<file path="src/hdl/psel_cfg.svh">
`ifndef PSEL_CFG_SVH
`define PSEL_CFG_SVH

`define PSEL_MAX_SETS 4
`define PSEL_PW_DEFAULT 16

// register byte offsets, one aligned word each
`define PSEL_OFS_CTRL 8'h00
`define PSEL_OFS_COUNT 8'h04
`define PSEL_OFS_LSRC 8'h08
`define PSEL_OFS_INVERT 8'h0C
`define PSEL_OFS_SLOT 8'h10
`define PSEL_OFS_STORE 8'h14
`define PSEL_OFS_ACTIVE 8'h18
`define PSEL_OFS_STATUS 8'h1C

// field positions
`define PSEL_CTRL_ON_BIT 0
`define PSEL_CTRL_POLICY_BIT 1
`define PSEL_LSRC_PICK_BIT 0
`define PSEL_LSRC_LINE_BIT 1
`define PSEL_STORE_GO_BIT 0

// set count values: reset, minimum, two
`define PSEL_COUNT_RST 3'h4
`define PSEL_COUNT_MIN 3'h1
`define PSEL_COUNT_TWO 3'h2

// line settling window after any address line change
`define PSEL_CLK_PERIOD_NS 50
`define PSEL_SETTLE_NS 1000
`define PSEL_SETTLE_CYC ((`PSEL_SETTLE_NS + `PSEL_CLK_PERIOD_NS - 1) / `PSEL_CLK_PERIOD_NS)

`endif

</file>
<file path="src/hdl/psel_pkg.sv">
package psel_pkg;

  typedef enum logic [2:0] {
    PSEL_OFF = 3'h0,
    PSEL_WAIT = 3'h1,
    PSEL_LOAD = 3'h3,
    PSEL_FRAME = 3'h2,
    PSEL_RESTORE = 3'h6
  } psel_state_e;

  typedef logic [1:0] psel_addr_t;

endpackage

</file>
<file path="src/hdl/psel_line_if.sv">
`timescale 1ns/1ps
interface psel_line_if;
  logic [1:0] lines;
  logic quiet;
  modport src (output lines, output quiet);
  modport dst (input lines, input quiet);
endinterface

</file>
<file path="src/hdl/psel_sync.sv">
`timescale 1ns/1ps
module psel_sync #(
  parameter int W = 1
) (
  input wire logic clk_i,
  input wire logic rst_i,
  input wire logic [W-1:0] d_i,
  output logic [W-1:0] q_o
);
  logic [W-1:0] meta_reg;
  logic [W-1:0] q_reg;

  generate
    if (W < 1)
    begin : g_bad
      $error("psel_sync: W must be at least 1");
    end
  endgenerate

  always_ff @(posedge clk_i)
  begin
    if (rst_i)
    begin
      meta_reg <= '0;
      q_reg <= '0;
    end
    else
    begin
      meta_reg <= d_i;
      q_reg <= meta_reg;
    end
  end

  assign q_o = q_reg;
endmodule

</file>
<file path="src/hdl/psel_settle.sv">
`timescale 1ns/1ps
module psel_settle #(
  parameter int SETTLE_CYC = 20
) (
  input wire logic clk_i,
  input wire logic rst_i,
  input wire logic [1:0] lines_i,
  psel_line_if.src lo
);
  localparam int CW = $clog2(SETTLE_CYC + 1);
  localparam logic [CW-1:0] LOAD_V = CW'(SETTLE_CYC);

  logic [1:0] prev_reg;
  logic [CW-1:0] cnt_reg;
  logic change;

  generate
    if (SETTLE_CYC < 1)
    begin : g_bad
      $error("psel_settle: SETTLE_CYC must be at least 1");
    end
  endgenerate

  assign change = (lines_i != prev_reg);

  always_ff @(posedge clk_i)
  begin
    if (rst_i)
      prev_reg <= 2'h0;
    else
      prev_reg <= lines_i;
  end

  // the window restarts on every edge, so a bouncing line keeps triggers shut out
  always_ff @(posedge clk_i)
  begin
    if (rst_i)
      cnt_reg <= '0;
    else if (change)
      cnt_reg <= LOAD_V;
    else if (cnt_reg != '0)
      cnt_reg <= cnt_reg - CW'(1);
  end

  assign lo.lines = lines_i;
  assign lo.quiet = ~change & (cnt_reg == '0);
endmodule

</file>
<file path="src/hdl/psel_top.sv">
// Function
// stored sets are numbered from zero, four sets at most, indices 0 to 3
// set address is the binary index, bit 1 most significant
// set count fixes available sets and the number of address bits used
// with two sets only address bit 0 is used, 0 picks set 0, 1 set 1
// with two sets either line 1 or line 2 may drive bit 0
// a non-inverted line reads high as 1 and low as 0
// an inverted line reads low as 1 and high as 0
// with more than two sets both address bits are used
// two bits: line 1 drives bit 0 and line 2 bit 1, or swapped
// software disables sequencing before changing policy, count, sources or sets
// software selects the line-chosen advance policy
// set count above four is refused
// with two sets bit 0 is the picked address bit by default
// software gives bit 1 the line not used by bit 0
// slot pointer takes values 0 through 3
// store command copies the whole active set into the pointed slot
// each accepted trigger samples lines and loads the addressed set as active
// while a line changes, waiting status drops and triggers are ignored
// on disable the running frame ends, then pre-sequencing values return
// the set is loaded before the exposure of the same trigger starts
//
// Decided for this implementation: register access over Wishbone and the register addresses.
`timescale 1ns/1ps
`include "psel_cfg.svh"
module psel_top #(
  parameter int PW = `PSEL_PW_DEFAULT
) (
  input wire logic clk_i,
  input wire logic rst_i,
  input wire logic wb_cyc_i,
  input wire logic wb_stb_i,
  input wire logic wb_we_i,
  input wire logic [7:0] wb_adr_i,
  input wire logic [31:0] wb_dat_i,
  input wire logic [3:0] wb_sel_i,
  output logic [31:0] wb_dat_o,
  output logic wb_ack_o,
  input wire logic line1_i,
  input wire logic line2_i,
  input wire logic frame_trig_i,
  input wire logic frame_done_i,
  output logic [PW-1:0] active_set_o,
  output logic [1:0] set_index_o,
  output logic exposure_start_o,
  output logic waiting_trig_o
);
  localparam int NSETS = `PSEL_MAX_SETS;

  generate
    if (PW < 1 || PW > 32)
    begin : g_bad
      $error("psel_top: PW must be 1..32");
    end
  endgenerate

  logic [2:0] sync_q;
  logic trig_d_reg;
  logic trig_edge;
  psel_line_if lif();

  psel_sync #(.W(3)) u_sync (
    .clk_i(clk_i),
    .rst_i(rst_i),
    .d_i({frame_trig_i, line2_i, line1_i}),
    .q_o(sync_q)
  );

  psel_settle #(.SETTLE_CYC(`PSEL_SETTLE_CYC)) u_settle (
    .clk_i(clk_i),
    .rst_i(rst_i),
    .lines_i(sync_q[1:0]),
    .lo(lif.src)
  );

  always_ff @(posedge clk_i)
  begin
    if (rst_i)
      trig_d_reg <= 1'b0;
    else
      trig_d_reg <= sync_q[2];
  end

  assign trig_edge = sync_q[2] & ~trig_d_reg;

  // configuration and state
  logic seq_on_reg;
  logic policy_reg;
  logic [2:0] count_reg;
  logic pick_reg;
  logic [1:0] src_reg;
  logic [1:0] inv_reg;
  psel_pkg::psel_addr_t slot_ptr_reg;
  logic [PW-1:0] active_reg;
  logic [PW-1:0] pre_seq_reg;
  logic [PW-1:0] slot_mem [NSETS];
  psel_pkg::psel_state_e state_reg;
  psel_pkg::psel_addr_t cur_idx_reg;
  logic ack_reg;
  logic [31:0] rdata_reg;

  // bus decode
  logic wb_req;
  logic wr0;
  logic [31:0] wmask;
  logic [31:0] act_merge;
  logic count_ok;
  logic store_go;

  assign wb_req = wb_cyc_i & wb_stb_i & ~ack_reg;
  assign wr0 = wb_req & wb_we_i & wb_sel_i[0];
  assign wmask = {{8{wb_sel_i[3]}}, {8{wb_sel_i[2]}}, {8{wb_sel_i[1]}}, {8{wb_sel_i[0]}}};
  assign act_merge = (32'(active_reg) & ~wmask) | (wb_dat_i & wmask);
  assign count_ok = (wb_dat_i[31:3] == 29'h0) && (wb_dat_i[2:0] >= `PSEL_COUNT_MIN)
    && (wb_dat_i[2:0] <= 3'(NSETS));
  assign store_go = wr0 && (wb_adr_i == `PSEL_OFS_STORE) && wb_dat_i[`PSEL_STORE_GO_BIT];

  // address forming from the settled lines
  logic b0;
  logic b1;
  psel_pkg::psel_addr_t addr_raw;
  psel_pkg::psel_addr_t addr_sel;

  always_comb
  begin
    b0 = (src_reg[0] ? lif.lines[1] : lif.lines[0]) ^ inv_reg[src_reg[0]];
    b1 = (src_reg[1] ? lif.lines[1] : lif.lines[0]) ^ inv_reg[src_reg[1]];
    if (count_reg > `PSEL_COUNT_TWO)
      addr_raw = {b1, b0};
    else if (count_reg == `PSEL_COUNT_TWO)
      addr_raw = {1'b0, b0};
    else
      addr_raw = 2'h0;
    // an address past the configured count falls back to set 0
    if ({1'b0, addr_raw} < count_reg)
      addr_sel = addr_raw;
    else
      addr_sel = 2'h0;
  end

  logic take;
  assign take = (state_reg == psel_pkg::PSEL_WAIT) & seq_on_reg & policy_reg
    & trig_edge & lif.quiet;

  // wishbone answer: one registered cycle, unmapped reads give zero
  always_ff @(posedge clk_i)
  begin
    if (rst_i)
      ack_reg <= 1'b0;
    else
      ack_reg <= wb_req;
  end

  logic [31:0] rd_mux;
  always_comb
  begin
    case (wb_adr_i)
      `PSEL_OFS_CTRL: rd_mux = {30'h0, policy_reg, seq_on_reg};
      `PSEL_OFS_COUNT: rd_mux = {29'h0, count_reg};
      `PSEL_OFS_LSRC: rd_mux = {30'h0, src_reg[pick_reg], pick_reg};
      `PSEL_OFS_INVERT: rd_mux = {30'h0, inv_reg};
      `PSEL_OFS_SLOT: rd_mux = {30'h0, slot_ptr_reg};
      `PSEL_OFS_ACTIVE: rd_mux = 32'(active_reg);
      `PSEL_OFS_STATUS: rd_mux = {26'h0, state_reg, cur_idx_reg, waiting_trig_o};
      default: rd_mux = 32'h0000_0000;
    endcase
  end

  always_ff @(posedge clk_i)
  begin
    if (rst_i)
      rdata_reg <= 32'h0000_0000;
    else if (wb_req)
      rdata_reg <= rd_mux;
  end

  // control bits
  always_ff @(posedge clk_i)
  begin
    if (rst_i)
    begin
      seq_on_reg <= 1'b0;
      policy_reg <= 1'b0;
    end
    else if (wr0 && wb_adr_i == `PSEL_OFS_CTRL)
    begin
      seq_on_reg <= wb_dat_i[`PSEL_CTRL_ON_BIT];
      policy_reg <= wb_dat_i[`PSEL_CTRL_POLICY_BIT];
    end
  end

  // an out-of-range count is dropped and the old count stays
  always_ff @(posedge clk_i)
  begin
    if (rst_i)
      count_reg <= `PSEL_COUNT_RST;
    else if (wr0 && wb_adr_i == `PSEL_OFS_COUNT && count_ok)
      count_reg <= wb_dat_i[2:0];
  end

  // address bit sources
  always_ff @(posedge clk_i)
  begin
    if (rst_i)
    begin
      pick_reg <= 1'b0;
      src_reg <= 2'b10;
    end
    else if (wr0 && wb_adr_i == `PSEL_OFS_COUNT && count_ok && wb_dat_i[2:0] <= `PSEL_COUNT_TWO)
      pick_reg <= 1'b0;
    else if (wr0 && wb_adr_i == `PSEL_OFS_LSRC)
    begin
      if (count_reg <= `PSEL_COUNT_TWO)
      begin
        pick_reg <= 1'b0;
        src_reg[0] <= wb_dat_i[`PSEL_LSRC_LINE_BIT];
      end
      else
      begin
        pick_reg <= wb_dat_i[`PSEL_LSRC_PICK_BIT];
        src_reg[wb_dat_i[`PSEL_LSRC_PICK_BIT]] <= wb_dat_i[`PSEL_LSRC_LINE_BIT];
      end
    end
  end

  always_ff @(posedge clk_i)
  begin
    if (rst_i)
      inv_reg <= 2'h0;
    else if (wr0 && wb_adr_i == `PSEL_OFS_INVERT)
      inv_reg <= wb_dat_i[1:0];
  end

  always_ff @(posedge clk_i)
  begin
    if (rst_i)
      slot_ptr_reg <= 2'h0;
    else if (wr0 && wb_adr_i == `PSEL_OFS_SLOT)
      slot_ptr_reg <= wb_dat_i[1:0];
  end

  // slot contents have no reset; software fills them before use
  always_ff @(posedge clk_i)
  begin
    if (store_go)
      slot_mem[slot_ptr_reg] <= active_reg;
  end

  // the sequencer owns the active set over a bus write in the same cycle
  always_ff @(posedge clk_i)
  begin
    if (rst_i)
      active_reg <= '0;
    else if (take)
      active_reg <= slot_mem[addr_sel];
    else if (state_reg == psel_pkg::PSEL_RESTORE)
      active_reg <= pre_seq_reg;
    else if (wb_req && wb_we_i && wb_adr_i == `PSEL_OFS_ACTIVE)
      active_reg <= act_merge[PW-1:0];
  end

  always_ff @(posedge clk_i)
  begin
    if (rst_i)
      pre_seq_reg <= '0;
    else if (state_reg == psel_pkg::PSEL_OFF && seq_on_reg)
      pre_seq_reg <= active_reg;
  end

  always_ff @(posedge clk_i)
  begin
    if (rst_i)
      cur_idx_reg <= 2'h0;
    else if (take)
      cur_idx_reg <= addr_sel;
  end

  always_ff @(posedge clk_i)
  begin
    if (rst_i)
      state_reg <= psel_pkg::PSEL_OFF;
    else
    begin
      case (state_reg)
        psel_pkg::PSEL_OFF:
          if (seq_on_reg)
            state_reg <= psel_pkg::PSEL_WAIT;
        psel_pkg::PSEL_WAIT:
          if (!seq_on_reg)
            state_reg <= psel_pkg::PSEL_RESTORE;
          else if (take)
            state_reg <= psel_pkg::PSEL_LOAD;
        psel_pkg::PSEL_LOAD:
          state_reg <= psel_pkg::PSEL_FRAME;
        psel_pkg::PSEL_FRAME:
          if (frame_done_i)
            state_reg <= seq_on_reg ? psel_pkg::PSEL_WAIT : psel_pkg::PSEL_RESTORE;
        psel_pkg::PSEL_RESTORE:
          state_reg <= psel_pkg::PSEL_OFF;
        default:
          state_reg <= psel_pkg::PSEL_OFF;
      endcase
    end
  end

  assign wb_ack_o = ack_reg;
  assign wb_dat_o = rdata_reg;
  assign active_set_o = active_reg;
  assign set_index_o = cur_idx_reg;
  assign exposure_start_o = (state_reg == psel_pkg::PSEL_LOAD);
  assign waiting_trig_o = (state_reg == psel_pkg::PSEL_WAIT) & lif.quiet;

  logic [PW-1:0] slot_pick;
  assign slot_pick = slot_mem[addr_sel];
endmodule

</file>
<file path="config.mk">
export PLATFORM = sky130hd
export DESIGN_NAME = psel_top
export DESIGN_NICKNAME = d
export VERILOG_FILES = /design/src/hdl/psel_pkg.sv /design/src/hdl/psel_line_if.sv /design/src/hdl/psel_sync.sv /design/src/hdl/psel_settle.sv /design/src/hdl/psel_top.sv
export VERILOG_INCLUDE_DIRS = /design/src /design/src/hdl
export SDC_FILE = /design/constraint.sdc
export NUM_CORES = 1
export LEC_CHECK = 0
export BUFFER_PORTS_ARGS = -buffer_cell sky130_fd_sc_hd__buf_2
export CAP_MARGIN = 25
export CORE_MARGIN = 1.5
export CORE_UTILIZATION = 51
export DETAILED_ROUTE_END_ITERATION = 8
export HOLD_SLACK_MARGIN = 0.02
export PLACE_DENSITY = 0.73
export SKIP_LAST_GASP = 1
export SLEW_MARGIN = 15
export SYNTH_ARGS = -nofsm -noshare
export SYNTH_HDL_FRONTEND = slang
export SYNTH_SLANG_ARGS = --single-unit
</file>
<file path="constraint.sdc">
create_clock -name clk_i -period 3.2 [get_ports clk_i]
set_input_delay 0.48 -clock clk_i [delete_from_list [all_inputs] [get_ports clk_i]]
set_output_delay 0.48 -clock clk_i [all_outputs]
set_load 0.02 [all_outputs]
</file>
Word-level counts from Yosys, hierarchy flattened

Memories as Yosys holds them, arrays and structs flattened.
Cells that the tools add are included.

Bits in registers: 96
Latch bits: 0
Bits in writable memories: 64
Memory bits (read-only): 0
Bits of input ports: 53
Output and inout port bits: 53
Word-level logic and storage cells: 128
Memories: 1

Add/subtract/negate cells: 1
Multiply operators: 0
Div/mod/pow operators: 0
$lt $le $gt $ge: 11
Equal/unequal tests: 16
Shifts and indexed selects: 0
Muxes and demuxes: 30
Bitwise logic cells: 22
Reductions and logical operators: 27

Memories:

| memory   | depth | width | read ports | clocked after memory_dff | write ports | line           | RTL |
|---|---|---|---|---|---|---|---|
| slot_mem | 4     | 16    | 1          | 0                        | 1           | psel_top.sv:96 | `logic [PW-1:0] slot_mem [NSETS];` |

Operators with widths:

| operator                                                               | count |
|---|---|
| 16-bit one-hot mux with 7 select lines                                 | 1 |
| 16-bit 2-to-1 mux                                                      | 3 |
| 16-bit bitwise AND                                                     | 2 |
| 8-bit by 5-bit == test with 1-bit output (second input constant)       | 4 |
| 29-bit zero test                                                       | 1 |
| 8-bit by 4-bit == test with 1-bit output (second input constant)       | 2 |
| 16-bit NOT                                                             | 1 |
| 16-bit bitwise OR                                                      | 1 |
| 1-bit logical AND                                                      | 15 |
| 3-bit 2-to-1 mux                                                       | 5 |
| 1-bit 2-to-1 mux                                                       | 14 |
| 3-bit one-hot mux with 4 select lines                                  | 1 |
| 1-bit bitwise AND                                                      | 11 |
| 5-bit 2-to-1 mux                                                       | 2 |
| 3-bit by 2-bit == test with 1-bit output (second input constant)       | 3 |
| 8-bit by 3-bit == test with 1-bit output (second input constant)       | 1 |
| 8-bit zero test                                                        | 1 |
| 1-bit by 2-bit < comparator with 1-bit output (second input constant)  | 4 |
| 3-bit by 2-bit <= comparator with 1-bit output (second input constant) | 2 |
| 3-bit AND reduction                                                    | 2 |
| 5-bit zero test                                                        | 1 |
| 1-bit NOT                                                              | 5 |
| 5-bit nonzero test                                                     | 1 |
| 5-bit by 1-bit subtractor with 5-bit output (second input constant)    | 1 |
| other kinds (19)                                                       | 23 |

Depth between registers and ports, before layout

Depth in word-level cells: 9
Depth in mapped cells: 11
Gate-level depth less buffers: 8

Modules after synthesis

From an unflattened synthesis, not the netlist that was laid out.

Cell total of the unflattened synthesis: 697
Area, all modules: 6784.0 µm²

By module, submodules not included:

| module      | instances | cells an instance | area an instance (µm²) | sequential area each (µm²) |
|---|---|---|---|---|
| psel_top    | 1         | 651               | 6299.8                 | 3263.1 |
| psel_settle | 1         | 34                | 326.6                  | 140.1 |
| psel_sync   | 1         | 12                | 157.7                  | 120.1 |

Worst setup path after synthesis

OpenSTA, ideal clock, no wires.

Path type: in2reg
Start: input port wb_adr_i[7]
End: memory slot_mem[0][0] (netlist name), enable pin
Library setup time: 0.409 ns
Arrival: 2.372 ns
Data required time: 2.791 ns
Setup slack: 0.419 ns
Stages: 6
Buffers on the path: 1
Cells stage by stage: nor3_1 nand2_1 clkbuf_1 nor3_1 nand3_1 nor3_1

Word-level cells in the longest chain between the ends: 5

Ends and longest elaborated chain:

| element                                                   | line            | RTL |
|---|---|---|
| from (decl)                                               | psel_top.sv:34  | `input wire logic [7:0] wb_adr_i,` |
| 8-bit by 5-bit == test with 1-bit output (no source line) | -               |  |
| 1-bit logical AND (2 in a row)                            | psel_top.sv:116 | `` assign store_go = wr0 && (wb_adr_i == `PSEL_OFS_STORE) && wb_dat_i[`PSEL_STORE_GO_BIT]; `` |
| 1-bit 2-to-1 mux                                          | psel_top.sv:245 | `if (store_go)` |
| 1-bit 2-to-1 mux (not written as such)                    | psel_top.sv:246 | `slot_mem[slot_ptr_reg] <= active_reg;` |
| to (decl)                                                 | psel_top.sv:96  |  |

Every way passes these cells.

Worst setup path in the final report

Start: register u_settle.cnt_reg[0]
End: output port waiting_trig_o

Word-level cells in the longest chain between the ends: 3

Ends and longest elaborated chain:

| element                | line              | RTL |
|---|---|---|
| from (decl)            | psel_settle.sv:14 | `logic [CW-1:0] cnt_reg;` |
| from (signal assigned) | psel_settle.sv:42 | `cnt_reg <= cnt_reg - CW'(1);` |
| 5-bit zero test        | psel_settle.sv:46 | `assign lo.quiet = ~change & (cnt_reg == '0);` |
| 1-bit bitwise AND      | psel_settle.sv:46 |  |
| 1-bit bitwise AND      | psel_top.sv:311   | `assign waiting_trig_o = (state_reg == psel_pkg::PSEL_WAIT) & lif.quiet;` |
| to (decl)              | psel_top.sv:46    | `output logic waiting_trig_o` |

Every way passes these cells.

==> flow_summary.json <==
{
  "grt-busiest-layer": "met2",
  "worstHoldStart": "line2_i",
  "clock_path_buffers": 2,
  "area_delta_synth_final_pct": 17.49,
  "fin_cells": 934,
  "met3_usage_pct": 5.767,
  "r2r-start": "inv_reg[0]",
  "layout.nets": 804,
  "synth-seq-cells": 144,
  "die-area_sq_mm": 0.01364,
  "cts_resized": 0,
  "placementRows": 41,
  "antenna_cells": 0,
  "power_frac_comb_pct": 7.7,
  "drv_slew": 0,
  "ir_worst_vdd_uv": 557.9,
  "grt_use_met1_pct": 33.10,
  "status": "completed",
  "setup_viol": 0,
  "rsz0062_at_grt": "false",
  "syn_area_sq_mm": 0.006601,
  "cts_buffers": 17,
  "hold_end": "u_sync.meta_reg[1]",
  "power.density_mw_per_mm2": 531.3,
  "cts_setup_buffers": 0,
  "synth-edff-count": 64,
  "drt_iter0_drc": 559,
  "syn-instance-count": 663,
  "grt_pass1_wl_um": 26480,
  "n_fill_cell": 1044,
  "dp.cells": 902,
  "start_util_pct": 52.31,
  "ant_nets": 0,
  "grt_use_total_pct": 26.20,
  "hold_path_class": "primary input to flop",
  "portBuffers": 87,
  "drive_above_1_share_pct": 20.73,
  "worstPathArrival_ps": 2280,
  "cts_max_level": 4,
  "tightest_slew_ps": 893.4,
  "fmax_mhz": 361.7,
  "power.clock.fraction_pct": 44.7,
  "end_kind": "primary output",
  "seq_power_share_pct": 47.6,
  "drtPass1Iterations": 5,
  "skew_ps": 12.59,
  "grt_pass1_vias": 5055,
  "hpwl_um": 11640,
  "die_h_um": 116.8,
  "avgSynthCellArea_sq_um": 9.957,
  "drv_cap": 0,
  "viasPerCell": 5.858,
  "p_sw_uw": 1048,
  "min_path_cells": 2,
  "antenna_found_initial": 0,
  "grt_max_degree": 45,
  "vias": 5471,
  "maxSlewHeadroom_pct": 40.26,
  "core_sq_mm": 0.01262,
  "power.internal_uw": 3072,
  "crit_type": "flop to primary output",
  "routabilityCongestion": 0.8562,
  "setup_ws_ps": 435.1,
  "met2_usage_pct": 43.94,
  "cp-start-kind": "flop",
  "ys_types": 60,
  "fin_crit_ps": 2765,
  "p_leak_uw": 0.002986,
  "post-place-ws_ps": 526.7,
  "wl_per_cell_um": 18.80,
  "cts.clk_slew.worst_paths_ps": 70,
  "drc": 0,
  "fin_area_sq_mm": 0.007756,
  "tns_ps": 0,
  "swShare_pct": 25.44,
  "clock_sinks": 144,
  "yosys_warnings": 0,
  "synth_seq_area_share_pct": 53.37,
  "dieWidth_um": 116.8,
  "power.total_uw": 4121,
  "hold_viol": 0,
  "timing.final.crit_share_pct": 86.40,
  "clk_latency_ps": 430,
  "r2r_cells": 8,
  "synthFlopType": "dfxtp_1",
  "wl_um": 17560,
  "grt-ovfl-total": 0,
  "cp_max_fo": 7,
  "ff2ff_setup_slack_ps": 500,
  "tritoncts": "yes",
  "ioPinCount": 106,
  "crit_required_ps": 2720,
  "cts_root_buffer": "clkbuf_16",
  "synth_async_sr_flop_share_pct": 0,
  "dpl_cell_area_sq_mm": 0.007206,
  "cts_hold_buf": 0
}
[area by class of cell]
class | count | area [sq um] | area share, %
repair buffers | 109 | 600.6 | 7.743
clock inverters | 15 | 125.1 | 1.613
flip-flops and latches | 144 | 3523 | 45.43
inverters | 32 | 120.1 | 1.549
multi-input cells | 445 | 2746 | 35.41
well taps | 172 | 215.2 | 2.775
clock buffers | 17 | 425.4 | 5.485
[placed cells by master (no fill, tap or decap), drive strengths merged, types with 4 or more instances in the layout]
| cell type | netlist | final |
|---|---|---|
| buf | 23 | 109 |
| dfxtp | 80 | 80 |
| nor2 | 76 | 76 |
| edfxtp | 64 | 64 |
| nand2 | 63 | 63 |
| inv | 32 | 40 |
| a21oi | 37 | 37 |
| mux2i | 32 | 32 |
| nand3 | 23 | 23 |
| a22oi | 17 | 17 |
| clkbuf | 34 | 17 |
| a31oi | 16 | 16 |
| conb | 1 | 16 |
| nand4 | 14 | 14 |
| nor2b | 13 | 13 |
| nor3 | 13 | 13 |
| a31o | 12 | 12 |
| o21ai | 11 | 11 |
| a211oi | 10 | 10 |
| nor4 | 10 | 10 |
| o211ai | 8 | 8 |
| xnor2 | 7 | 7 |
| o22ai | 7 | 7 |
| o221ai | 6 | 6 |
| nand2b | 5 | 5 |
| and2 | 4 | 4 |
| a311oi | 4 | 4 |
| a211o | 4 | 4 |
| or4 | 4 | 4 |
| clkinv | 0 | 4 |
[power groups by stage]
| stage | Sequential (uW) | Combinational, uW | Clock, uW |
|---|---|---|---|
| 2_1_floorplan | 2000 | 247 | 0 |
| 3_3_place_gp | 2000 | 300 | 0 |
| 3_5_place_dp | 2000 | 314 | 0 |
| 4_1_cts | 1960 | 316 | 1860 |
| 5_1_grt | 1960 | 352 | 1930 |
| 6_report | 1960 | 319 | 1840 |
[cell families (layout without fill, tap and decap cells)]
group,count (synthesis),count (layout),share of synthesized area [%]
and+or+nand+nor,239,239,17.49
AOI/OAI and AO/OA,145,145,15.45
DFF,144,144,53.37
buffers and inverters,89,173,6.274
muxes,36,36,6.046
xor gates and xnor gates,7,7,0.9288
adders and majority gates,2,2,0.3790
other,1,16,0.05681
[worst max-delay path, stage by stage, from the launching register on]
cell	delay, ps
dfxtp_1	330
inv_1	90
ha_1	160
or4b_1	580
or3_1	410
nor2_1	120
buf_2	180
[synth_stat cells, drive strengths merged (4+ instances only)]
cell,number,area share [%]
o21ai,11,0.83
o22ai,7,0.66
o221ai,6,0.80
a22oi,17,1.9
mux2i,32,4.9
nand4,14,1.3
buf,23,2.5
nand2,63,3.6
nor4,10,1.2
clkbuf,34,1.9
dfxtp,80,24
nor2b,13,1.2
a211oi,10,1.1
inv,32,1.8
a31o,12,1.6
nor3,13,0.99
nand3,23,1.7
a31oi,16,1.5
a211o,4,0.53
nor2,76,4.4
and2,4,0.38
a311oi,4,0.53
edfxtp,64,29
a21oi,37,2.8
or4,4,0.51
xnor2,7,0.93
o211ai,8,0.91
nand2b,5,0.59
[metrics by stage]
stage	hold WS [ps]	utilization, %
6_report	263.5	61.46
5_1_grt	278.8	61.46
4_1_cts	247.2	61.46
3_5_place_dp	430.0	57.10
3_3_place_gp	419.8	57.10
2_1_floorplan	413.8	-
[layer usage]
layer / vias to the layer above / share of wire (%) / wire, um
li1: 2572 / - / -
met1: 2626 / 42 / 7339
met2: 236 / 49 / 8561
met3: 37 / 6.8 / 1188
met4: 0 / 2.7 / 469
met5: - / 0 / 0
[worst max path at each step]
stage / from / end / slack (ps) / depth (start not counted)
2_1_floorplan: wb_adr_i[7] / slot_mem[0][0] / 420 / 6
6_report: u_settle.cnt_reg[0] / waiting_trig_o / 440 / 6
5_1_grt: u_sync.q_o[0] / flop / 340 / 8
3_3_place_gp: u_settle.cnt_reg[0] / flop / 590 / 8
3_5_place_dp: u_settle.cnt_reg[0] / flop / 530 / 8
4_1_cts: u_settle.cnt_reg[0] / waiting_trig_o / 410 / 6
(Power assumes the default switching activity.)
